<file path="src/bllpc_zero_count.sv">
// Shared constants and the run counter that spots three zero bytes on one link.
`timescale 1ns/1ps

package bllpc_pkg;
  // Byte values used while the link is being set up.
  localparam logic [7:0] ZERO_BYTE     = 8'h00;
  localparam logic [7:0] ACK_BYTE      = 8'h00;
  localparam logic [7:0] GENERIC_CODE  = 8'h55;
  localparam logic [7:0] BOOT_CODE     = 8'hC6;
  localparam logic [7:0] MAILBOX_MAGIC = 8'hA5;
  // Framing bytes of a command packet.
  localparam logic [7:0] CMD_START     = 8'h01;
  localparam logic [7:0] PKT_END       = 8'h03;
  localparam logic [7:0] SUM_GOOD      = 8'h00;
  // Number of consecutive zero bytes that selects a link.
  localparam int         ZERO_RUN      = 3;
  // Legal range of the length field: command byte plus 0 to 255 information bytes.
  localparam logic [15:0] LEN_MIN      = 16'h0001;
  localparam logic [15:0] LEN_MAX      = 16'h0100;
  localparam int          INFO_DEPTH   = 256;

  // Link that carries the session.
  typedef enum logic [1:0] {
    LINK_NONE  = 2'b00,
    LINK_UART  = 2'b01,
    LINK_USB   = 2'b10,
    LINK_DEBUG = 2'b11
  } bllpc_link_type;

  // Kind of error reported for a rejected packet.
  typedef enum logic [1:0] {
    ERR_NONE        = 2'b00,
    ERR_PACKET      = 2'b01,
    ERR_CHECKSUM    = 2'b10,
    ERR_UNSUPPORTED = 2'b11
  } bllpc_err_type;
endpackage

module bllpc_zero_count #(
  parameter int RUN = bllpc_pkg::ZERO_RUN
) (
  input  wire logic       clock,
  input  wire logic       nrst,
  input  wire logic       enable,
  input  wire logic       own_valid,
  input  wire logic [7:0] own_data,
  input  wire logic       other_valid,
  output wire logic       run_done
);
  import bllpc_pkg::*;

  localparam int CW = $clog2(RUN + 1);

  // A run of one would make the counter meaningless.
  if (RUN < 2) begin : g_bad_run
    $error("bllpc_zero_count: RUN must be at least 2");
  end

  logic [CW-1:0] count_r;   // Zero bytes seen in a row on this link.
  logic [CW-1:0] count_nxt; // Next value of the run count.

  wire own_zero  = own_valid && (own_data == ZERO_BYTE);
  wire breaks    = !enable || other_valid || (own_valid && (own_data != ZERO_BYTE));

  // The last zero of the run completes it, unless the other link spoke in the same cycle.
  assign run_done  = enable && own_zero && !other_valid && (count_r == CW'(RUN - 1));
  // Any foreign byte or non-zero byte restarts the run.
  assign count_nxt = breaks ? '0 : (own_zero ? (run_done ? '0 : count_r + CW'(1)) : count_r);

  // The count only lives while detection is enabled.
  always_ff @(posedge clock or negedge nrst) begin
    if (!nrst) begin
      count_r <= '0;
    end else begin
      count_r <= count_nxt;
    end
  end
endmodule

</file>
<file path="src/bllpc_boot_link.sv">
// Link setup and command packet screening for the serial programming boot path.
`timescale 1ns/1ps

// Overview of operation
// - Command phase only after generic code received.
// - Three zero bytes on UART select UART.
// - UART run cleared by nonzero or USB byte.
// - USB run cleared by nonzero or UART byte.
// - Answer three zeros with zero acknowledge byte.
// - Generic code 0x55 answered with boot code 0xC6.
// - Other bytes ignored while awaiting generic code.
// - Mode pin high, mailbox not magic: software reset.
// - Mode pin high, mailbox magic: debug link.
// - UART transmit line held high after init.
// - USB bytes counted only once configured.
// - Hunt for start byte, drop others.
// - Missing end byte gives packet error.
// - Bad checksum gives checksum error.
// - Bad length gives packet error.
// - Unknown command code gives unsupported error.
// - After error, no execution, await next packet.
// - After completion, stay in command phase.
// - Start byte 0x01, end byte 0x03.
// - Length, command, info and checksum sum zero.
// - Length high first, counts command plus info.
module bllpc_boot_link #(
  parameter int INFO_DEPTH = bllpc_pkg::INFO_DEPTH
) (
  input  wire logic                     clock,
  input  wire logic                     nrst,
  input  wire logic                     boot_mode_pin,
  input  wire logic [7:0]               debug_mailbox_mode_reg,
  input  wire logic                     usb_configured,
  input  wire logic                     uart_rx_valid,
  input  wire logic [7:0]               uart_rx_data,
  input  wire logic                     usb_rx_valid,
  input  wire logic [7:0]               usb_rx_data,
  input  wire logic                     dbg_rx_valid,
  input  wire logic [7:0]               dbg_rx_data,
  input  wire logic                     tx_ready,
  input  wire logic                     cmd_defined,
  input  wire logic                     cmd_len_ok,
  input  wire logic                     cmd_done,
  input  wire logic [7:0]               info_rd_addr,
  output logic                          uart_txd_high,
  output logic                          tx_valid,
  output logic [7:0]                    tx_data,
  output bllpc_pkg::bllpc_link_type     link_sel,
  output logic                          cmd_phase,
  output logic                          soft_reset_req,
  output logic                          err_valid,
  output bllpc_pkg::bllpc_err_type      err_code,
  output logic                          cmd_req_valid,
  output logic [7:0]                    cmd_code,
  output logic [7:0]                    cmd_info_len,
  output logic [7:0]                    info_rd_data
);
  import bllpc_pkg::*;

  // The information store is addressed by a byte, so it cannot be any other size.
  if (INFO_DEPTH != 256) begin : g_bad_depth
    $error("bllpc_boot_link: INFO_DEPTH must be 256");
  end

  // Main sequencer states: setup phase first, then packet screening.
  typedef enum logic [3:0] {
    S_INIT    = 4'h0,
    S_JUDGE   = 4'h1,
    S_DETECT  = 4'h2,
    S_ACK     = 4'h3,
    S_GENERIC = 4'h4,
    S_BOOT    = 4'h5,
    S_SOH     = 4'h6,
    S_LNH     = 4'h7,
    S_LNL     = 4'h8,
    S_CMD     = 4'h9,
    S_INFO    = 4'hA,
    S_SUM     = 4'hB,
    S_ETX     = 4'hC,
    S_CHECK   = 4'hD,
    S_EXEC    = 4'hE,
    S_RESET   = 4'hF
  } bllpc_state_type;

  bllpc_state_type state_r;          // Current sequencer state.
  bllpc_state_type state_nxt;        // Next sequencer state.
  bllpc_link_type  link_r;           // Link chosen for the session.
  bllpc_link_type  link_nxt;         // Next chosen link.
  bllpc_err_type   err_code_r;       // Last reported error kind.
  bllpc_err_type   err_nxt;          // Error kind chosen this cycle.
  logic [7:0]      lnh_r;            // Length high byte of the packet.
  logic [8:0]      len_r;            // Length field, 1 to 256 once the format check passes.
  logic [7:0]      cmd_r;            // Command code byte.
  logic [7:0]      sum_r;            // Running 8-bit sum over the checked bytes.
  logic [8:0]      info_cnt_r;       // Information bytes stored so far.
  logic            etx_ok_r;         // Last byte was the end byte.
  logic            tx_valid_r;       // Outgoing byte waiting for acceptance.
  logic [7:0]      tx_data_r;        // Outgoing byte.
  logic            txd_high_r;       // UART transmit line driven high.
  logic            cmd_phase_r;      // Command acceptable phase reached.
  logic            soft_reset_r;     // Software reset request pulse.
  logic            err_valid_r;      // Error report pulse.
  logic            cmd_req_r;        // Execution request pulse.
  logic [7:0]      info_len_r;       // Information byte count of the packet.
  logic [7:0]      info_rd_r;        // Registered information read data.
  logic [7:0]      info_mem [INFO_DEPTH]; // Information bytes of the packet.

  // Bytes of the chosen link; USB is deaf until it reports configured.
  wire usb_ok_valid = usb_rx_valid && usb_configured;
  wire rx_valid = (link_r == LINK_UART)  ? uart_rx_valid :
                  (link_r == LINK_USB)   ? usb_ok_valid  :
                  (link_r == LINK_DEBUG) ? dbg_rx_valid  : 1'b0;
  wire [7:0] rx_data = (link_r == LINK_USB)   ? usb_rx_data :
                       (link_r == LINK_DEBUG) ? dbg_rx_data : uart_rx_data;

  // Zero-run detection runs on both links at once until one of them wins.
  wire detecting = (state_r == S_DETECT);
  wire uart_hit;
  wire usb_hit;

  bllpc_zero_count #(.RUN(ZERO_RUN)) u_uart_run (
    .clock       (clock),
    .nrst        (nrst),
    .enable      (detecting),
    .own_valid   (uart_rx_valid),
    .own_data    (uart_rx_data),
    .other_valid (usb_ok_valid),
    .run_done    (uart_hit)
  );

  bllpc_zero_count #(.RUN(ZERO_RUN)) u_usb_run (
    .clock       (clock),
    .nrst        (nrst),
    .enable      (detecting),
    .own_valid   (usb_ok_valid),
    .own_data    (usb_rx_data),
    .other_valid (uart_rx_valid),
    .run_done    (usb_hit)
  );

  // Decoded conditions used by the sequencer.
  wire        mb_magic   = (debug_mailbox_mode_reg == MAILBOX_MAGIC);
  wire        tx_taken   = tx_valid_r && tx_ready;
  wire        got_byte   = rx_valid;
  wire [15:0] len_field  = {lnh_r, rx_data};
  wire        len_format = (len_field >= LEN_MIN) && (len_field <= LEN_MAX);
  wire        info_last  = ((info_cnt_r + 9'h002) == len_r);
  wire        sum_step   = got_byte && ((state_r == S_LNH) || (state_r == S_LNL) || (state_r == S_CMD) ||
                                        (state_r == S_INFO) || (state_r == S_SUM));
  wire        tx_load    = ((state_nxt == S_ACK) || (state_nxt == S_BOOT)) && (state_nxt != state_r);

  // Next-state logic for both phases.
  always_comb begin
    state_nxt = state_r;
    link_nxt  = link_r;
    err_nxt   = ERR_NONE;
    case (state_r)
      S_INIT: begin
        state_nxt = S_JUDGE;
      end
      S_JUDGE: begin
        if (boot_mode_pin && !mb_magic) begin
          state_nxt = S_RESET;
        end else if (boot_mode_pin) begin
          state_nxt = S_GENERIC;
          link_nxt  = LINK_DEBUG;
        end else begin
          state_nxt = S_DETECT;
        end
      end
      S_DETECT: begin
        // UART wins a tie; both runs can never end together, since each needs the other link silent.
        if (uart_hit) begin
          state_nxt = S_ACK;
          link_nxt  = LINK_UART;
        end else if (usb_hit) begin
          state_nxt = S_ACK;
          link_nxt  = LINK_USB;
        end
      end
      S_ACK: begin
        if (tx_taken) begin
          state_nxt = S_GENERIC;
        end
      end
      S_GENERIC: begin
        // Anything but the generic code is dropped here.
        if (got_byte && (rx_data == GENERIC_CODE)) begin
          state_nxt = S_BOOT;
        end
      end
      S_BOOT: begin
        if (tx_taken) begin
          state_nxt = S_SOH;
        end
      end
      S_SOH: begin
        if (got_byte && (rx_data == CMD_START)) begin
          state_nxt = S_LNH;
        end
      end
      S_LNH: begin
        if (got_byte) begin
          state_nxt = S_LNL;
        end
      end
      S_LNL: begin
        // A length outside the format leaves no way to find the packet's end, so reject at once.
        if (got_byte && !len_format) begin
          state_nxt = S_SOH;
          err_nxt   = ERR_PACKET;
        end else if (got_byte) begin
          state_nxt = S_CMD;
        end
      end
      S_CMD: begin
        if (got_byte) begin
          state_nxt = (len_r == 9'h001) ? S_SUM : S_INFO;
        end
      end
      S_INFO: begin
        if (got_byte && info_last) begin
          state_nxt = S_SUM;
        end
      end
      S_SUM: begin
        if (got_byte) begin
          state_nxt = S_ETX;
        end
      end
      S_ETX: begin
        if (got_byte) begin
          state_nxt = S_CHECK;
        end
      end
      S_CHECK: begin
        // Checks are made in a fixed order; the first failure is the one reported.
        state_nxt = S_SOH;
        if (!etx_ok_r) begin
          err_nxt = ERR_PACKET;
        end else if (sum_r != SUM_GOOD) begin
          err_nxt = ERR_CHECKSUM;
        end else if (!cmd_defined) begin
          err_nxt = ERR_UNSUPPORTED;
        end else if (!cmd_len_ok) begin
          err_nxt = ERR_PACKET;
        end else begin
          state_nxt = S_EXEC;
        end
      end
      S_EXEC: begin
        if (cmd_done) begin
          state_nxt = S_SOH;
        end
      end
      S_RESET: begin
        state_nxt = S_RESET;
      end
      default: begin
        state_nxt = S_INIT;
      end
    endcase
  end

  // Sequencer, link choice and one-cycle event pulses.
  always_ff @(posedge clock or negedge nrst) begin
    if (!nrst) begin
      state_r      <= S_INIT;
      link_r       <= LINK_NONE;
      err_valid_r  <= 1'b0;
      err_code_r   <= ERR_NONE;
      soft_reset_r <= 1'b0;
      cmd_req_r    <= 1'b0;
    end else begin
      state_r      <= state_nxt;
      link_r       <= link_nxt;
      err_valid_r  <= (err_nxt != ERR_NONE);
      err_code_r   <= (err_nxt != ERR_NONE) ? err_nxt : err_code_r;
      soft_reset_r <= (state_nxt == S_RESET) && (state_r != S_RESET);
      cmd_req_r    <= (state_nxt == S_EXEC) && (state_r != S_EXEC);
    end
  end

  // Line levels and phase flag; the transmit line stays high from init onward.
  always_ff @(posedge clock or negedge nrst) begin
    if (!nrst) begin
      txd_high_r  <= 1'b0;
      cmd_phase_r <= 1'b0;
    end else begin
      txd_high_r  <= txd_high_r || (state_r == S_INIT);
      cmd_phase_r <= cmd_phase_r || ((state_r == S_BOOT) && tx_taken);
    end
  end

  // Single-byte transmitter hand-off, held until the link accepts it.
  always_ff @(posedge clock or negedge nrst) begin
    if (!nrst) begin
      tx_valid_r <= 1'b0;
      tx_data_r  <= ACK_BYTE;
    end else if (tx_load) begin
      tx_valid_r <= 1'b1;
      tx_data_r  <= (state_nxt == S_ACK) ? ACK_BYTE : BOOT_CODE;
    end else if (tx_taken) begin
      tx_valid_r <= 1'b0;
    end
  end

  // Packet field capture and checksum accumulation.
  always_ff @(posedge clock or negedge nrst) begin
    if (!nrst) begin
      lnh_r      <= 8'h00;
      len_r      <= 9'h000;
      cmd_r      <= 8'h00;
      sum_r      <= 8'h00;
      info_cnt_r <= 9'h000;
      info_len_r <= 8'h00;
      etx_ok_r   <= 1'b0;
    end else begin
      if (state_r == S_SOH) begin
        sum_r <= 8'h00;
      end else if (sum_step) begin
        sum_r <= sum_r + rx_data;
      end
      if (got_byte && (state_r == S_LNH)) begin
        lnh_r <= rx_data;
      end
      if (got_byte && (state_r == S_LNL)) begin
        len_r      <= len_field[8:0];
        info_len_r <= 8'(len_field[8:0] - 9'h001);
      end
      if (got_byte && (state_r == S_CMD)) begin
        cmd_r      <= rx_data;
        info_cnt_r <= 9'h000;
      end
      if (got_byte && (state_r == S_INFO)) begin
        info_cnt_r <= info_cnt_r + 9'h001;
      end
      if (got_byte && (state_r == S_ETX)) begin
        etx_ok_r <= (rx_data == PKT_END);
      end
    end
  end

  // Information byte store; no reset, so entries not written by the current packet read back older or unknown bytes.
  always_ff @(posedge clock) begin
    if (got_byte && (state_r == S_INFO)) begin
      info_mem[info_cnt_r[7:0]] <= rx_data;
    end
    info_rd_r <= info_mem[info_rd_addr];
  end

  // All outputs come straight from flip-flops.
  assign uart_txd_high  = txd_high_r;
  assign tx_valid       = tx_valid_r;
  assign tx_data        = tx_data_r;
  assign link_sel       = link_r;
  assign cmd_phase      = cmd_phase_r;
  assign soft_reset_req = soft_reset_r;
  assign err_valid      = err_valid_r;
  assign err_code       = err_code_r;
  assign cmd_req_valid  = cmd_req_r;
  assign cmd_code       = cmd_r;
  assign cmd_info_len   = info_len_r;
  assign info_rd_data   = info_rd_r;
endmodule

</file>
<file path="config.mk">
export PLATFORM = sky130hd
export DESIGN_NAME = bllpc_boot_link
export DESIGN_NICKNAME = d
export VERILOG_FILES = /design/src/bllpc_zero_count.sv /design/src/bllpc_boot_link.sv
export SDC_FILE = /design/constraint.sdc
export NUM_CORES = 2
export LEC_CHECK = 0
export BUFFER_PORTS_ARGS = -buffer_cell sky130_fd_sc_hd__buf_2
export CELL_PAD_IN_SITES_DETAIL_PLACEMENT = 0
export CELL_PAD_IN_SITES_GLOBAL_PLACEMENT = 1
export CORE_MARGIN = 2
export CORE_UTILIZATION = 60
export DETAILED_ROUTE_END_ITERATION = 8
export PLACE_DENSITY = 0.86
export RECOVER_POWER = 50
export SLEW_MARGIN = 25
export SYNTH_ARGS = -nofsm -noshare
export SYNTH_HDL_FRONTEND = slang
export SYNTH_SLANG_ARGS = --single-unit
export TNS_END_PERCENT = 1
</file>
<file path="constraint.sdc">
create_clock -name clock -period 16.4 [get_ports clock]
set_input_delay 3.28 -clock clock [delete_from_list [all_inputs] [get_ports clock]]
set_output_delay 3.28 -clock clock [all_outputs]
set_load 0.01 [all_outputs]
</file>
---- Word-level counts from Yosys, hierarchy flattened ----
Memory sizes are Yosys's and may differ from the RTL's. A register that Yosys moved wholly into a read port is not among the register bits.
Index checks and enable logic that the tools add are counted.
word-level totals
  bits in registers ....................... 77
  RAM bits ................................ 2,048
  output and inout port bits .............. 42
  logic and storage cells ................. 175
  memories ................................ 1
memories
  memory    depth  width  rd ports  clocked after memory_dff  write ports  RTL line                text
  info_mem  256    8      1         1                         1            bllpc_boot_link.sv:106  logic [7:0] info_mem [INFO_DEPTH];
cells by class
  add/subtract/negate cells ............... 6
  order comparisons ....................... 2
  equal/unequal tests ..................... 36
  multiplexer cells ....................... 53
  reductions and logical operators ........ 58
operator list
  operator                                                                count
  4-bit 2-to-1 mux                                                        19
  4-bit case mux with 16 select lines                                     1
  4-bit == test, second input constant                                    10
  8-bit 2-to-1 mux                                                        5
  1-bit logical AND                                                       28
  2-bit 2-to-1 mux                                                        13
  8-bit nonzero test                                                      3
  4-bit by 3-bit == test with 1-bit output, second input constant         5
  9-bit 2-to-1 mux                                                        2
  16-bit by 1-bit >= comparator with 1-bit output, second input constant  1
  16-bit by 9-bit <= comparator with 1-bit output, second input constant  1
  8-bit logical NOT                                                       2
  2-bit nonzero test                                                      7
  4-bit by 2-bit == test with 1-bit output, second input constant         3
  1-bit logical OR                                                        11
  1-bit 2-to-1 mux                                                        10
  9-bit by 1-bit adder with 9-bit output, second input constant           1
  9-bit by 2-bit adder with 9-bit output, second input constant           1
  9-bit by 1-bit == test with 1-bit output, second input constant         1
  9-bit == test                                                           1
  8-bit adder                                                             1
  2-bit == test, second input constant                                    4
  8-bit by 1-bit == test with 1-bit output, second input constant         1
  8-bit by 2-bit == test with 1-bit output, second input constant         1
  other kinds (15)                                                        23

---- Depth between registers and ports, before layout ----
  word-level depth ........................ 13
  mapped depth ............................ 15
  mapped depth without buffers ............ 14

---- By module ----
Synthesis repeated with hierarchy kept, for this count alone.
second synthesis, totals
  cell total of the unflattened synthesis .. 3,951
  area total of the unflattened synthesis .. 82,618.0 sq um
modules (own cells, without submodules)
  module            instances  cells an instance  area each (sq um)
  bllpc_boot_link   1          3,923              82,345.2
  bllpc_zero_count  2          14                 136.4

---- Worst setup path before layout ----
Ideal clock, no wire load.
  path kind ............................... input to register
  start point ............................. in dbg_rx_data[1]
  end point ............................... reg sum_r[7]
  setup time .............................. 0.124 ns
  data arrival time ....................... 8.225 ns
  data required time ...................... 16.276 ns
  path slack .............................. 8.052 ns
  stages on the path ...................... 13
  path buffers ............................ 0
  cell sequence ........................... mux2i_1 > nand2_1 > o21ai_0 > inv_1 > ha_1 > a21o_1 > a21o_1 > a21oi_1 > o21ai_0 > o211ai_1 > xnor2_1 > nor3_1 > o21bai_1
between the ends
  longest elaborated chain between the ends .. 5
ends and longest elaborated chain
  what                  RTL line                text
  start, declared       bllpc_boot_link.sv:39   input wire logic [7:0] dbg_rx_data,
  8-bit 2-to-1 mux      bllpc_boot_link.sv:114  (link_r == LINK_DEBUG) ? dbg_rx_data : uart_rx_data;
  8-bit 2-to-1 mux      bllpc_boot_link.sv:113  wire [7:0] rx_data = (link_r == LINK_USB) ? usb_rx_data :
  net rx_data[1]        bllpc_boot_link.sv:113
  8-bit adder           bllpc_boot_link.sv:322  sum_r <= sum_r + rx_data;
  8-bit 2-to-1 mux      bllpc_boot_link.sv:321  end else if (sum_step) begin
  8-bit 2-to-1 mux      bllpc_boot_link.sv:319  if (state_r == S_SOH) begin
  end signal, assigned  bllpc_boot_link.sv:322
  end, declared         bllpc_boot_link.sv:94   logic [7:0] sum_r;
The timed path passes the listed nets, and every way through them passes these cells. The select of a mux whose other input is x is not followed.
A chain may end at the register's enable or synchronous reset.

---- Worst setup path after layout ----
  start point ............................. in dbg_rx_data[4]
  end point ............................... mem info_mem[23][4] (data pin)
between the ends
  longest elaborated chain between the ends .. 2
ends and longest elaborated chain
  what              RTL line
  8-bit 2-to-1 mux  bllpc_boot_link.sv:114
  8-bit 2-to-1 mux  bllpc_boot_link.sv:113
  net rx_data[4]    bllpc_boot_link.sv:113
  end, declared     bllpc_boot_link.sv:106
The timed path passes the listed nets, and every way through them passes these cells.

==> results_dict.tcl <==
set metrics [dict create \
    status "finished, violations left" \
    violations "capacitance limit, slew limit" \
    finalNonFillerCells 5848 \
    die_w_um 376 \
    num_rows 136 \
    post_cts_resized 0 \
    hold_violations 0 \
    critPathRequiredTime_ns 16.41 \
    clk_latency_ns 0.86 \
    post-route-min-period_ns 11.54 \
    ant_nets 0 \
    slew_viol_final 1842 \
    cts_hold_buf 0 \
    timing.fmax_mhz 86.6 \
    synth_edf_count 2048 \
    cts_tree "yes" \
    grt-ovfl-total 0 \
    grt_pass1_wl_mm 285 \
    syn_area_mm2 0.0830 \
    relSlewSlack -3.36 \
    critPathLaunchType "primary input" \
    port-buffer-count 88 \
    holdWs_ns 0.463 \
    grtUsageMet2 0.450 \
    leakagePower_nw 28.4 \
    synth.distinct_cells 64 \
    via_count 40200 \
    htreeDepth 4 \
    setup_tns_ns 0 \
    drive_above_1_share 0.261 \
    first_pass_iters 6 \
    coreArea_mm2 0.137 \
    crit_arrival_ns 11.55 \
    path_cells "buf_2 > mux2i_1 > a21o_1 > clkinvlp_2 > clkbuf_1" \
    grt_max_degree 184 \
    track_usage 0.280 \
    avgSynthCellArea_um2 22.1 \
    route.detailed.wl_per_inst_um 33.2 \
    gp_congestion 0.823 \
    min_path_type "flop to flop" \
    power_mw 12.3 \
    ir_drop_uv 179 \
    fin_area_mm2 0.0917 \
    grt-busiest-layer "met2" \
    fill_cells 8151 \
    use_met1 0.394 \
    synth_largest_area_cell "edfxtp_1" \
    synthToLayoutAreaGrowth_pct 10.6 \
    grt_pass1_vias 41043 \
    rsz0062_at_grt "no" \
    dpl.cell_count 5466 \
    numCtsBuffers 202 \
    io-pin-count 93 \
    ys_seq_elements 2126 \
    routed_wl_mm 194 \
    crit_slowest_cell "clkinvlp_2" \
    path_class "primary input to flop" \
    cp_num_buf_inv 3 \
    num_antenna_cells 0 \
    yosysWarnings 0 \
    finalCritPeriodShare 0.704 \
    critPathMaxStageDelay_ns 4.80 \
    postLayoutCoreUtil 0.668 \
    critPathMaxFanout 164 \
    seqCellArea_mm2 0.0634 \
    rrSetupSlack_ns 6.58 \
    syn_inst 3755 \
    nets 3947 \
    path_clk_slew_ns 0.06 \
    clock_skew_ns 0.0467 \
    clock_tree.buffer_depth 3 \
    place_area_mm2 0.0852 \
    synthArstFlopShare 0.0329 \
    start_util 0.604 \
    dpl.hpwl_mm 103 \
    worst_pin_slew_ns 6.54 \
    clock-root-buffer "clkbuf_16" \
    drt-initial-drc-count 5534 \
    pre_cts_ws_ns 7.37 \
    max-cap-violations 18 \
    crit_family "buffers and inverters" \
    setup_ws_ns 4.86 \
    netlist_top_cells_area "edfxtp_1, mux4_2, dfrtp_1" \
    use_met3 0.0566 \
    postCtsSetupBuffers 0 \
    antenna_found_initial 3 \
    synth_top_flop_cell "edfxtp_1" \
    die_y_um 376 \
    floorplan.die_area_mm2 0.141 \
    setup_violations 0 \
    cts.sink_count 2126 \
    power_density_mw_per_mm2 134 \
    avgViaCountPerCell 6.87 \
    yosysSeqAreaShare 0.764 \
    multi_input_area_mm2 0.0185 \
    end_kind "flop" \
    synth_top_area_frac 0.741 \
    drcViolationCount 0 \
]
[synthesized netlist by cell type (16+ instances only)]
| cell | number |
|---|---|
| edfxtp_1 | 2048 |
| mux4_2 | 640 |
| nor2_1 | 291 |
| clkbuf_1 | 130 |
| nand2_1 | 113 |
| dfrtp_1 | 70 |
| o21ai_0 | 50 |
| buf_2 | 44 |
| a22oi_1 | 40 |
| inv_1 | 25 |
| nand3_1 | 22 |
| a22o_1 | 20 |
| buf_4 | 20 |
| xnor2_1 | 20 |
| a221oi_1 | 16 |
| buf_1 | 16 |
| ha_1 | 16 |
[cells in the final DEF, fill, tap and decap left out, types with 8 or more instances in the layout]
cell        count
dfxtp_1         8
o21ai_0        51
nor2b_1        11
mux4_2        640
nor3_1         15
nor2_1        263
clkbuf_1      103
o221ai_1        8
clkinv_2       44
a21oi_1        14
nand2_1       113
a22oi_1        40
clkinv_8        9
mux2i_1         9
clkinvlp_4      9
ha_1           16
edfxtp_1     2048
clkinv_1       42
clkbuf_16     202
nor2_2         27
bufinv_16      20
a221oi_1       16
buf_2          37
nand3_1        21
xnor2_1        20
buf_4          26
inv_1          17
dfrtp_1        70
a22o_1         20
a21o_1          9
nand4_1         8
nor4_1          8
[routing by layer]
metal,up-vias,part of all wire
li1,16006,-
met1,21165,0.37
met2,2648,0.50
met3,377,0.10
met4,4,0.031
met5,-,0.00014
[registers in the layout, indices dropped and copies added, names as in the netlist, 4 cells and up]
signal / count
cmd_code: 8
cmd_info_len: 8
info_cnt_r: 9
info_mem: 2048
info_rd_data: 8
len_r: 9
lnh_r: 8
state_r: 4
sum_r: 8
[report_power, final]
group	internal [mW]	switching, mW
combinational	0.274	0.783
clock	2.62	2.06
sequential	6.54	0.0504
[area by class of cell]
cell class / instances / area share
flip-flops and latches: 2126 / 0.691
multi-input cells: 1386 / 0.202
clock buffers: 246 / 0.0575
well taps: 1794 / 0.0245
clock inverters: 133 / 0.0148
repair buffers: 138 / 0.00881
inverters: 25 / 0.00125
[cell families (layout without fill, tap and decap cells)]
| logic type | after synthesis | in the layout | share of synthesized area |
|---|---|---|---|
| AO/OA/AOI/OAI | 190 | 190 | 0.0162 |
| XOR/XNOR | 27 | 27 | 0.00285 |
| adder cells (fa/ha/maj) | 17 | 17 | 0.00265 |
| buffers and inverters | 246 | 542 | 0.0137 |
| flip-flops | 2126 | 2126 | 0.764 |
| multiplexers | 653 | 653 | 0.175 |
| other | 1 | 4 | 0.0000452 |
| AND/OR/NAND/NOR | 495 | 495 | 0.0249 |
[worst paths after layout]
path / cells after the start / from / endpoint
min in group asynchronous: 1 / nrst / err_code[0]$_DFFE_PN0P_
hold reg to reg: 1 / uart_txd_high$_DFF_PN0_ / uart_txd_high$_DFF_PN0_
max in group asynchronous: 2 / nrst / cmd_info_len[7]$_DFFE_PN0P_
setup reg to reg: 4 / link_sel[0]$_DFFE_PN0P_ / info_mem[22][4]$_DFFE_PP_
setup / recovery: 5 / dbg_rx_data[4] / info_mem[23][4]$_DFFE_PP_
hold / removal: 1 / uart_txd_high$_DFF_PN0_ / uart_txd_high$_DFF_PN0_
Power figures use the tool's default switching activity.
